`config.mk`:
```
export PLATFORM = sky130hd
export DESIGN_NAME = epi_top
export DESIGN_NICKNAME = d
export VERILOG_FILES = /design/src/include/epi_pkg.sv /design/src/design/epi_sync.sv /design/src/design/epi_apb_slave.sv /design/src/design/epi_top.sv
export SDC_FILE = /design/constraint.sdc
export NUM_CORES = 1
export LEC_CHECK = 0
export BUFFER_PORTS_ARGS = -buffer_cell sky130_fd_sc_hd__buf_2
export CAP_MARGIN = 25
export CORE_AREA = 2 2 57 59
export CTS_BUF_LIST = sky130_fd_sc_hd__clkbuf_2 sky130_fd_sc_hd__clkbuf_4 sky130_fd_sc_hd__clkbuf_8
export DETAILED_ROUTE_END_ITERATION = 12
export DIE_AREA = 0 0 59 61
export PLACE_DENSITY = 0.9
export SLEW_MARGIN = 20
export SYNTH_ARGS = -nofsm -noshare
export SYNTH_HDL_FRONTEND = slang
export SYNTH_HIERARCHICAL = 1
export SYNTH_SLANG_ARGS = --single-unit
```
`constraint.sdc`:
```
create_clock -name pclk -period 2.2 [get_ports pclk]
set_input_delay 0.22 -clock pclk [delete_from_list [all_inputs] [get_ports pclk]]
set_output_delay 0.22 -clock pclk [all_outputs]
set_load 0.02 [all_outputs]
```
`src/include/epi_pkg.sv`:
```
// Package of constants and types for the external pin interrupt latch.
// Overview of operation
// - A low condition on the active-low pin sets the request latch and raises a pending request.
// - A vector fetch of this interrupt produces an acknowledge that clears the latch.
// - Writing one to the acknowledge bit acts as an acknowledge and clears the latch.
// - Reset clears the request latch.
// - The select bit picks falling-edge only (0) or edge and low level (1), and reset clears it.
// - In edge-and-level mode the latch clears only once both an acknowledge and a high pin have occurred, in either order.
// - In edge-and-level mode the request stays pending while the pin stays low, even after an acknowledge.
// - In edge-only mode an acknowledge clears the latch at once, whatever the pin level.
// - The mask bit withholds the latched request without clearing the latch, and reset clears the mask.
// - A falling edge after a software acknowledge latches a new request.
// - Servicing the unmasked request loads the program counter from the vector at FFFA and FFFB.
// - The acknowledge bit is write-only, reads zero and is cleared by reset.
// - The read-only event flag reads one while the request latch is set and zero otherwise.
// - The CPU global interrupt mask also suppresses this block's request.
// - The current pin level is exposed to the CPU for branch-if-high and branch-if-low tests.
package epi_pkg;
  localparam logic [11:0] EPI_STATUS_CONTROL_OFS = 12'h000;
  localparam logic [11:0] EPI_IRQ_STATUS_OFS     = 12'h004;
  localparam logic [11:0] EPI_IRQ_MASK_OFS       = 12'h008;
  localparam int          EPI_SEL_BIT            = 0;
  localparam int          EPI_MASK_BIT           = 1;
  localparam int          EPI_ACK_BIT            = 2;
  localparam int          EPI_FLAG_BIT           = 3;
  localparam logic        EPI_SEL_RST            = 1'b0;
  localparam logic        EPI_MASK_RST           = 1'b0;
  localparam logic [15:0] EPI_VECTOR_HI_ADDR     = 16'hFFFA;
  localparam logic [15:0] EPI_VECTOR_LO_ADDR     = 16'hFFFB;
  localparam int          EPI_SYNC_STAGES        = 2;
  typedef enum logic [1:0] {
    EPI_IDLE    = 2'b00,
    EPI_PENDING = 2'b01,
    EPI_HOLD    = 2'b11
  } epi_state_e;
endpackage : epi_pkg

```
`src/design/epi_sync.sv`:
```
// Two-stage synchroniser for the interrupt pin.
`timescale 1ns/1ps
module epi_sync
  import epi_pkg::*;
#(
  parameter int STAGES = EPI_SYNC_STAGES
) (
  // Clock and reset.
  input  wire logic pclk,
  input  wire logic presetn,
  // Pin in, level out.
  input  wire logic async_in,
  output logic      sync_out
);
  logic [STAGES-1:0] chain;

  // A single stage would hand a metastable level to the edge detector.
  if (STAGES < 2) begin : g_bad_stages
    $error("epi_sync needs at least two stages.");
  end

  // The pin idles high, so reset loads ones to avoid a false edge.
  always_ff @(posedge pclk or negedge presetn) begin
    if (!presetn) begin
      chain <= '1;
    end else begin
      chain <= {chain[STAGES-2:0], async_in};
    end
  end

  assign sync_out = chain[STAGES-1];
endmodule : epi_sync

```
`src/design/epi_apb_slave.sv`:
```
// APB slave decode: zero-wait, with error on unmapped addresses.
`timescale 1ns/1ps
module epi_apb_slave
  import epi_pkg::*;
(
  // APB request.
  input  wire logic        psel,
  input  wire logic        penable,
  input  wire logic        pwrite,
  input  wire logic [11:0] paddr,
  // APB answer.
  output logic             pready,
  output logic             pslverr,
  // Decoded strokes.
  output logic             wr_ctl,
  output logic             wr_sts,
  output logic             wr_msk,
  output logic             hit_ctl,
  output logic             hit_sts,
  output logic             hit_msk
);
  logic access;
  logic mapped;

  assign access  = psel && penable;
  assign hit_ctl = paddr == EPI_STATUS_CONTROL_OFS;
  assign hit_sts = paddr == EPI_IRQ_STATUS_OFS;
  assign hit_msk = paddr == EPI_IRQ_MASK_OFS;
  assign mapped  = hit_ctl || hit_sts || hit_msk;
  assign pready  = 1'b1;
  assign pslverr = access && !mapped;
  assign wr_ctl  = access && pwrite && hit_ctl;
  assign wr_sts  = access && pwrite && hit_sts;
  assign wr_msk  = access && pwrite && hit_msk;
endmodule : epi_apb_slave

```
`src/design/epi_top.sv`:
```
// External pin interrupt latch with APB registers and CPU-side signals.
`timescale 1ns/1ps
module epi_top
  import epi_pkg::*;
(
  // Clock and reset.
  input  wire logic        pclk,
  input  wire logic        presetn,
  // APB slave.
  input  wire logic        psel,
  input  wire logic        penable,
  input  wire logic        pwrite,
  input  wire logic [11:0] paddr,
  input  wire logic [31:0] pwdata,
  output logic [31:0]      prdata,
  output logic             pready,
  output logic             pslverr,
  // External active-low interrupt pin.
  input  wire logic        irq_pin_n,
  // CPU side.
  input  wire logic        cpu_global_mask,
  input  wire logic        vector_fetch,
  output logic             cpu_irq_req,
  output logic [15:0]      vector_addr_hi,
  output logic [15:0]      vector_addr_lo,
  output logic             pin_level,
  // Event interrupt.
  output logic             irq_out
);
  logic       pin_s;
  logic       pin_d;
  logic       fall;
  logic       wr_ctl;
  logic       wr_sts;
  logic       wr_msk;
  logic       hit_ctl;
  logic       hit_sts;
  logic       hit_msk;
  logic       edge_level_select_bit;
  logic       pin_request_mask_bit;
  logic       pin_request_latch;
  logic       ack;
  logic       sw_ack;
  logic       ack_seen;
  logic       set_req;
  logic       next_latch;
  logic       next_ack_seen;
  logic       irq_sticky;
  logic       irq_mask;
  logic       latch_d;
  logic [7:0] ctl_read;
  epi_state_e state;

  epi_sync u_sync (
    .pclk     (pclk),
    .presetn  (presetn),
    .async_in (irq_pin_n),
    .sync_out (pin_s)
  );

  epi_apb_slave u_apb (
    .psel    (psel),
    .penable (penable),
    .pwrite  (pwrite),
    .paddr   (paddr),
    .pready  (pready),
    .pslverr (pslverr),
    .wr_ctl  (wr_ctl),
    .wr_sts  (wr_sts),
    .wr_msk  (wr_msk),
    .hit_ctl (hit_ctl),
    .hit_sts (hit_sts),
    .hit_msk (hit_msk)
  );

  // Edge detection looks only at the second synchroniser stage.
  always_ff @(posedge pclk or negedge presetn) begin
    if (!presetn) begin
      pin_d <= 1'b1;
    end else begin
      pin_d <= pin_s;
    end
  end

  assign fall      = pin_d && !pin_s;
  assign pin_level = pin_s;

  // Control bits.
  always_ff @(posedge pclk or negedge presetn) begin
    if (!presetn) begin
      edge_level_select_bit <= EPI_SEL_RST;
      pin_request_mask_bit  <= EPI_MASK_RST;
    end else if (wr_ctl) begin
      edge_level_select_bit <= pwdata[EPI_SEL_BIT];
      pin_request_mask_bit  <= pwdata[EPI_MASK_BIT];
    end
  end

  assign sw_ack = wr_ctl && pwdata[EPI_ACK_BIT];
  assign ack    = sw_ack || vector_fetch;
  // A new edge or, in level mode, a low pin sets the latch.
  assign set_req = fall || (edge_level_select_bit && !pin_s);

  // Latch update. Set beats a coincident acknowledge, so an edge in the
  // acknowledge cycle is never lost.
  always_comb begin
    next_latch    = pin_request_latch;
    next_ack_seen = ack_seen;
    if (!pin_request_latch) begin
      next_ack_seen = 1'b0;
    end else if (!edge_level_select_bit) begin
      if (ack) next_latch = 1'b0;
      next_ack_seen = 1'b0;
    end else begin
      if (ack) next_ack_seen = 1'b1;
      if ((ack || ack_seen) && pin_s) begin
        next_latch    = 1'b0;
        next_ack_seen = 1'b0;
      end
    end
    if (set_req && !(ack && !edge_level_select_bit && !fall)) begin
      next_latch = 1'b1;
    end
    if (fall) next_latch = 1'b1;
  end

  always_ff @(posedge pclk or negedge presetn) begin
    if (!presetn) begin
      pin_request_latch <= 1'b0;
      ack_seen          <= 1'b0;
    end else begin
      pin_request_latch <= next_latch;
      ack_seen          <= next_ack_seen;
    end
  end

  // State view of the latch for debug and checks.
  always_ff @(posedge pclk or negedge presetn) begin
    if (!presetn) begin
      state <= EPI_IDLE;
    end else begin
      case ({next_latch, next_ack_seen})
        2'b10:   state <= EPI_PENDING;
        2'b11:   state <= EPI_HOLD;
        default: state <= EPI_IDLE;
      endcase
    end
  end

  // Withholding does not touch the latch itself.
  assign cpu_irq_req = pin_request_latch && !pin_request_mask_bit
                       && !cpu_global_mask;
  assign vector_addr_hi = EPI_VECTOR_HI_ADDR;
  assign vector_addr_lo = EPI_VECTOR_LO_ADDR;

  // Sticky event bit set on each latch rise; write one clears, set wins.
  always_ff @(posedge pclk or negedge presetn) begin
    if (!presetn) begin
      latch_d    <= 1'b0;
      irq_sticky <= 1'b0;
      irq_mask   <= 1'b0;
    end else begin
      latch_d <= pin_request_latch;
      if (pin_request_latch && !latch_d) begin
        irq_sticky <= 1'b1;
      end else if (wr_sts && pwdata[0]) begin
        irq_sticky <= 1'b0;
      end
      if (wr_msk) irq_mask <= pwdata[0];
    end
  end

  assign irq_out = irq_sticky && irq_mask;

  // The acknowledge bit always reads zero; the flag mirrors the latch.
  always_comb begin
    ctl_read               = 8'h00;
    ctl_read[EPI_SEL_BIT]  = edge_level_select_bit;
    ctl_read[EPI_MASK_BIT] = pin_request_mask_bit;
    ctl_read[EPI_ACK_BIT]  = 1'b0;
    ctl_read[EPI_FLAG_BIT] = pin_request_latch;
  end

  always_ff @(posedge pclk or negedge presetn) begin
    if (!presetn) begin
      prdata <= 32'h0000_0000;
    end else if (psel && !penable && !pwrite) begin
      if (hit_ctl)      prdata <= {24'h00_0000, ctl_read};
      else if (hit_sts) prdata <= {31'h0000_0000, irq_sticky};
      else if (hit_msk) prdata <= {31'h0000_0000, irq_mask};
      else              prdata <= 32'h0000_0000;
    end
  end

  chk_fall_sets: assert property (
    @(posedge pclk) disable iff (!presetn)
    fall |=> pin_request_latch)
    else $error("Falling edge did not set latch.");

  chk_edge_ack_clr: assert property (
    @(posedge pclk) disable iff (!presetn)
    (ack && !edge_level_select_bit && !set_req) |=> !pin_request_latch)
    else $error("Edge-mode acknowledge did not clear latch.");

  chk_vf_clear: assert property (
    @(posedge pclk) disable iff (!presetn)
    (vector_fetch && !edge_level_select_bit && !fall)
    |=> !pin_request_latch)
    else $error("Vector fetch did not clear latch.");

  chk_level_hold: assert property (
    @(posedge pclk) disable iff (!presetn)
    (edge_level_select_bit && !pin_s) |=> pin_request_latch)
    else $error("Low pin in level mode not pending.");

  chk_level_wait: assert property (
    @(posedge pclk) disable iff (!presetn)
    (edge_level_select_bit && pin_request_latch && !ack && !ack_seen)
    |=> pin_request_latch)
    else $error("Level latch cleared without acknowledge.");

  chk_hold_state: assert property (
    @(posedge pclk) disable iff (!presetn)
    (state == EPI_HOLD) |-> (pin_request_latch && ack_seen))
    else $error("Hold state without a remembered acknowledge.");

  chk_mask_blocks: assert property (
    @(posedge pclk) disable iff (!presetn)
    (pin_request_mask_bit || cpu_global_mask) |-> !cpu_irq_req)
    else $error("Masked request reached the CPU.");

  chk_req_passes: assert property (
    @(posedge pclk) disable iff (!presetn)
    (pin_request_latch && !pin_request_mask_bit && !cpu_global_mask)
    |-> cpu_irq_req)
    else $error("Unmasked request withheld from the CPU.");

  chk_sw_ack: assert property (
    @(posedge pclk) disable iff (!presetn)
    (sw_ack && pin_s && !fall) |=> !pin_request_latch)
    else $error("Software acknowledge with high pin did not clear.");

  chk_flag_mirror: assert property (
    @(posedge pclk) disable iff (!presetn)
    (psel && !penable && !pwrite && hit_ctl)
    |=> prdata[EPI_FLAG_BIT] == $past(pin_request_latch))
    else $error("Event flag does not mirror latch.");

  chk_ack_reads_0: assert property (
    @(posedge pclk) disable iff (!presetn)
    !prdata[EPI_ACK_BIT])
    else $error("Acknowledge bit read as one.");

  chk_irq_gate: assert property (
    @(posedge pclk) disable iff (!presetn)
    $rose(pin_request_latch) ##1 irq_mask |-> irq_out)
    else $error("Unmasked event did not raise interrupt.");
endmodule : epi_top

```
==> results.json <==
{
  "antenna_found_initial": 0,
  "drc": 0,
  "p_per_area_nw_per_um2": 526,
  "grt_pass1_wl_um": 2390,
  "rsz0062_at_grt": "false",
  "routabilityCongestion": 0.799,
  "numPortBuffers": 29,
  "cts.sinks": 13,
  "grt_max_degree": 14,
  "wl_um": 1590,
  "cellLeakagePower_nw": 0.592,
  "cts_root_buf": "clkbuf_4",
  "cts_inserted_buffers": 3,
  "worst_setup_path_start_kind": "primary input",
  "synth-edff-count": 0,
  "ctsHtreeMaxLevel": 1,
  "path_class": "in -> reg",
  "final-instance-count-excl-fill": 188,
  "synthToLayoutAreaGrowth_pct": -1.39,
  "first_iter_violations": 2,
  "drtPass1Iterations": 2,
  "fin_worst_skew_ps": 0.909,
  "nets": 208,
  "finalWorstSetupSlack_ps": 608,
  "whs_path_depth": 1,
  "placed_cells": 183,
  "drive_above_1_share": 0.284,
  "cap_violations": 0,
  "fmax_mhz": 628,
  "run_status": "finished clean",
  "insertion_delay_ps": 280,
  "regToRegEndpoint": "ack_seen$_DFFE_PN0P_",
  "crit_path_start": "paddr[9]",
  "die_area_um2": 3600,
  "post_drt_wl_per_cell_um": 8.47,
  "final_cell_mix": "62 x conb_1, 29 x buf_2, 10 x nand2_1, 10 x dfrtp_1, 5 x o21ai_0",
  "finalSetupViolations": 0,
  "die_width_um": 59,
  "final_max_slew_viol_count": 0,
  "n_antenna_cell": 0,
  "dp_slack_ps": 260,
  "track_usage": 0.0898,
  "final_common_cell": "conb_1",
  "synth_cell_types": 25,
  "fin_crit_ps": 1590,
  "crit_path_max_fanout": 6,
  "critPathRequiredTime_ps": 2350,
  "core_um2": 2950,
  "tns_ps": 0,
  "rows": 20,
  "drt.antenna.violating_nets": 0,
  "grt_remaining_overflow": 0,
  "yosys_most_used_dff": "dfrtp_1",
  "critPathArrivalTime_ps": 1750,
  "r2r_cells": 2,
  "reg2reg_setup_slack_ps": 1220,
  "synth_cells": 124,
  "hold_path_class": "in -> reg",
  "peakVddDrop_uv": 283,
  "ys_seq_area_frac": 0.304,
  "clk_pin_slew_ps": 80,
  "place_hpwl_um": 1340,
  "finalCritPeriodShare": 0.724,
  "start_util": 0.367,
  "syn_avg_cell_area_um2": 8.74,
  "hold-path-endpoint": "u_sync/chain[0]$_DFF_PN1_",
  "synth_area_um2": 1080,
  "cts_tree": "yes",
  "worstHoldStart": "irq_pin_n",
  "grt_pass1_vias": 571,
  "fin_util": 0.362,
  "ys_ff_latch": 13,
  "synthArstFlopShare": 1.00,
  "via_count": 706,
  "yosys_warnings": 6,
  "hold_viol_final": 0,
  "num-fill-cells": 301,
  "vias_per_cell": 3.76,
  "r2r_start": "pin_request_latch$_DFF_PN0_",
  "die_y_um": 61,
  "cp-end-kind": "register",
  "io-pin-count": 121,
  "cts_buffer_depth": 2,
  "finalPower_mw": 0.562
}
-- through the flow --
stage               instance area [µm²]  hold slack [ps]
finish                             1070             34.7
global route                       1070             23.3
CTS                                1070             32.2
detailed placement                 1030              119
global placement                   1030              111
floorplan                          1310            -75.6
-- final cells by class --
cell class,count,area [µm²],area share
Inverter,3,11.3,0.0105
Clock buffer,4,30.0,0.0281
Timing Repair Buffer,31,163,0.152
Tap cell,33,41.3,0.0386
Sequential cell,13,329,0.308
Multi-Input combinational cell,104,494,0.463
-- how the worst max path moves through the flow --
stage / cells past startpoint / slack [ps] / endpoint
2_1_floorplan: 5 / 550 / ack_seen$_DFFE_PN0P_
3_3_place_gp: 6 / 300 / ack_seen$_DFFE_PN0P_
3_5_place_dp: 6 / 260 / ack_seen$_DFFE_PN0P_
4_1_cts: 6 / 560 / ack_seen$_DFFE_PN0P_
5_1_grt: 6 / 330 / ack_seen$_DFFE_PN0P_
6_report: 6 / 610 / ack_seen$_DFFE_PN0P_
-- critical path, cell delays in order --
cell and delay, ps:
buf_2 100, nor4_2 340, nand3_2 190, nor4_2 350, a21oi_1 140, a2111oi_0 400
-- Yosys cell counts (all sizes together) (3+ instances only) --
| master | n | area [µm²] |
|---|---|---|
| inv | 3 | 11.3 |
| o21ai | 5 | 25.0 |
| conb | 3 | 11.3 |
| dfrtp | 10 | 250 |
| nor2 | 3 | 11.3 |
| nand2 | 10 | 37.5 |
| a21oi | 3 | 18.8 |
| buf | 63 | 470 |
| dfstp | 3 | 78.8 |
| nor3 | 4 | 20.0 |
| nor4 | 3 | 37.5 |
-- cells by family (layout without fill, tap and decap cells) --
| logic type | count (synthesis) | after routing | share of synthesized area |
|---|---|---|---|
| and+or+nand+nor | 28 | 28 | 0.149 |
| other | 3 | 62 | 0.0104 |
| buffers and inverters | 66 | 38 | 0.445 |
| DFF | 13 | 13 | 0.304 |
| muxes | 2 | 2 | 0.0208 |
| AOI/OAI and AO/OA | 12 | 12 | 0.0716 |
-- power breakdown --
group          internal [mW]  switching [mW]
combinational         0.0244           0.122
clock                 0.0827          0.0796
sequential             0.249         0.00520
-- metal layers --
metal / routed length (µm) / GRT usage / share of wire
met5: 0 / 0 / 0
met4: 40 / 0.0552 / 0.025
met2: 768 / 0.156 / 0.48
met1: 631 / 0.0999 / 0.40
met3: 152 / 0.0213 / 0.095
-- state kept, by name, indices dropped and copies added, names as in the netlist --
register and cells:
irq_mask 1, u_sync/chain 2, pin_request_mask_bit 1, irq_sticky 1, prdata 3, edge_level_select_bit 1
ack_seen 1, latch_d 1, pin_request_latch 1, pin_d 1
-- timing repair --
action | 4_1_cts | 5_1_grt
setup buffers | 0 | 0
endpoints found under the hold margin | 10 | 0
endpoints found under the setup margin | 0 | 0
resized for setup | 0 | 0
hold buffers | 1 | 0
Power figures use the tool's default switching activity.
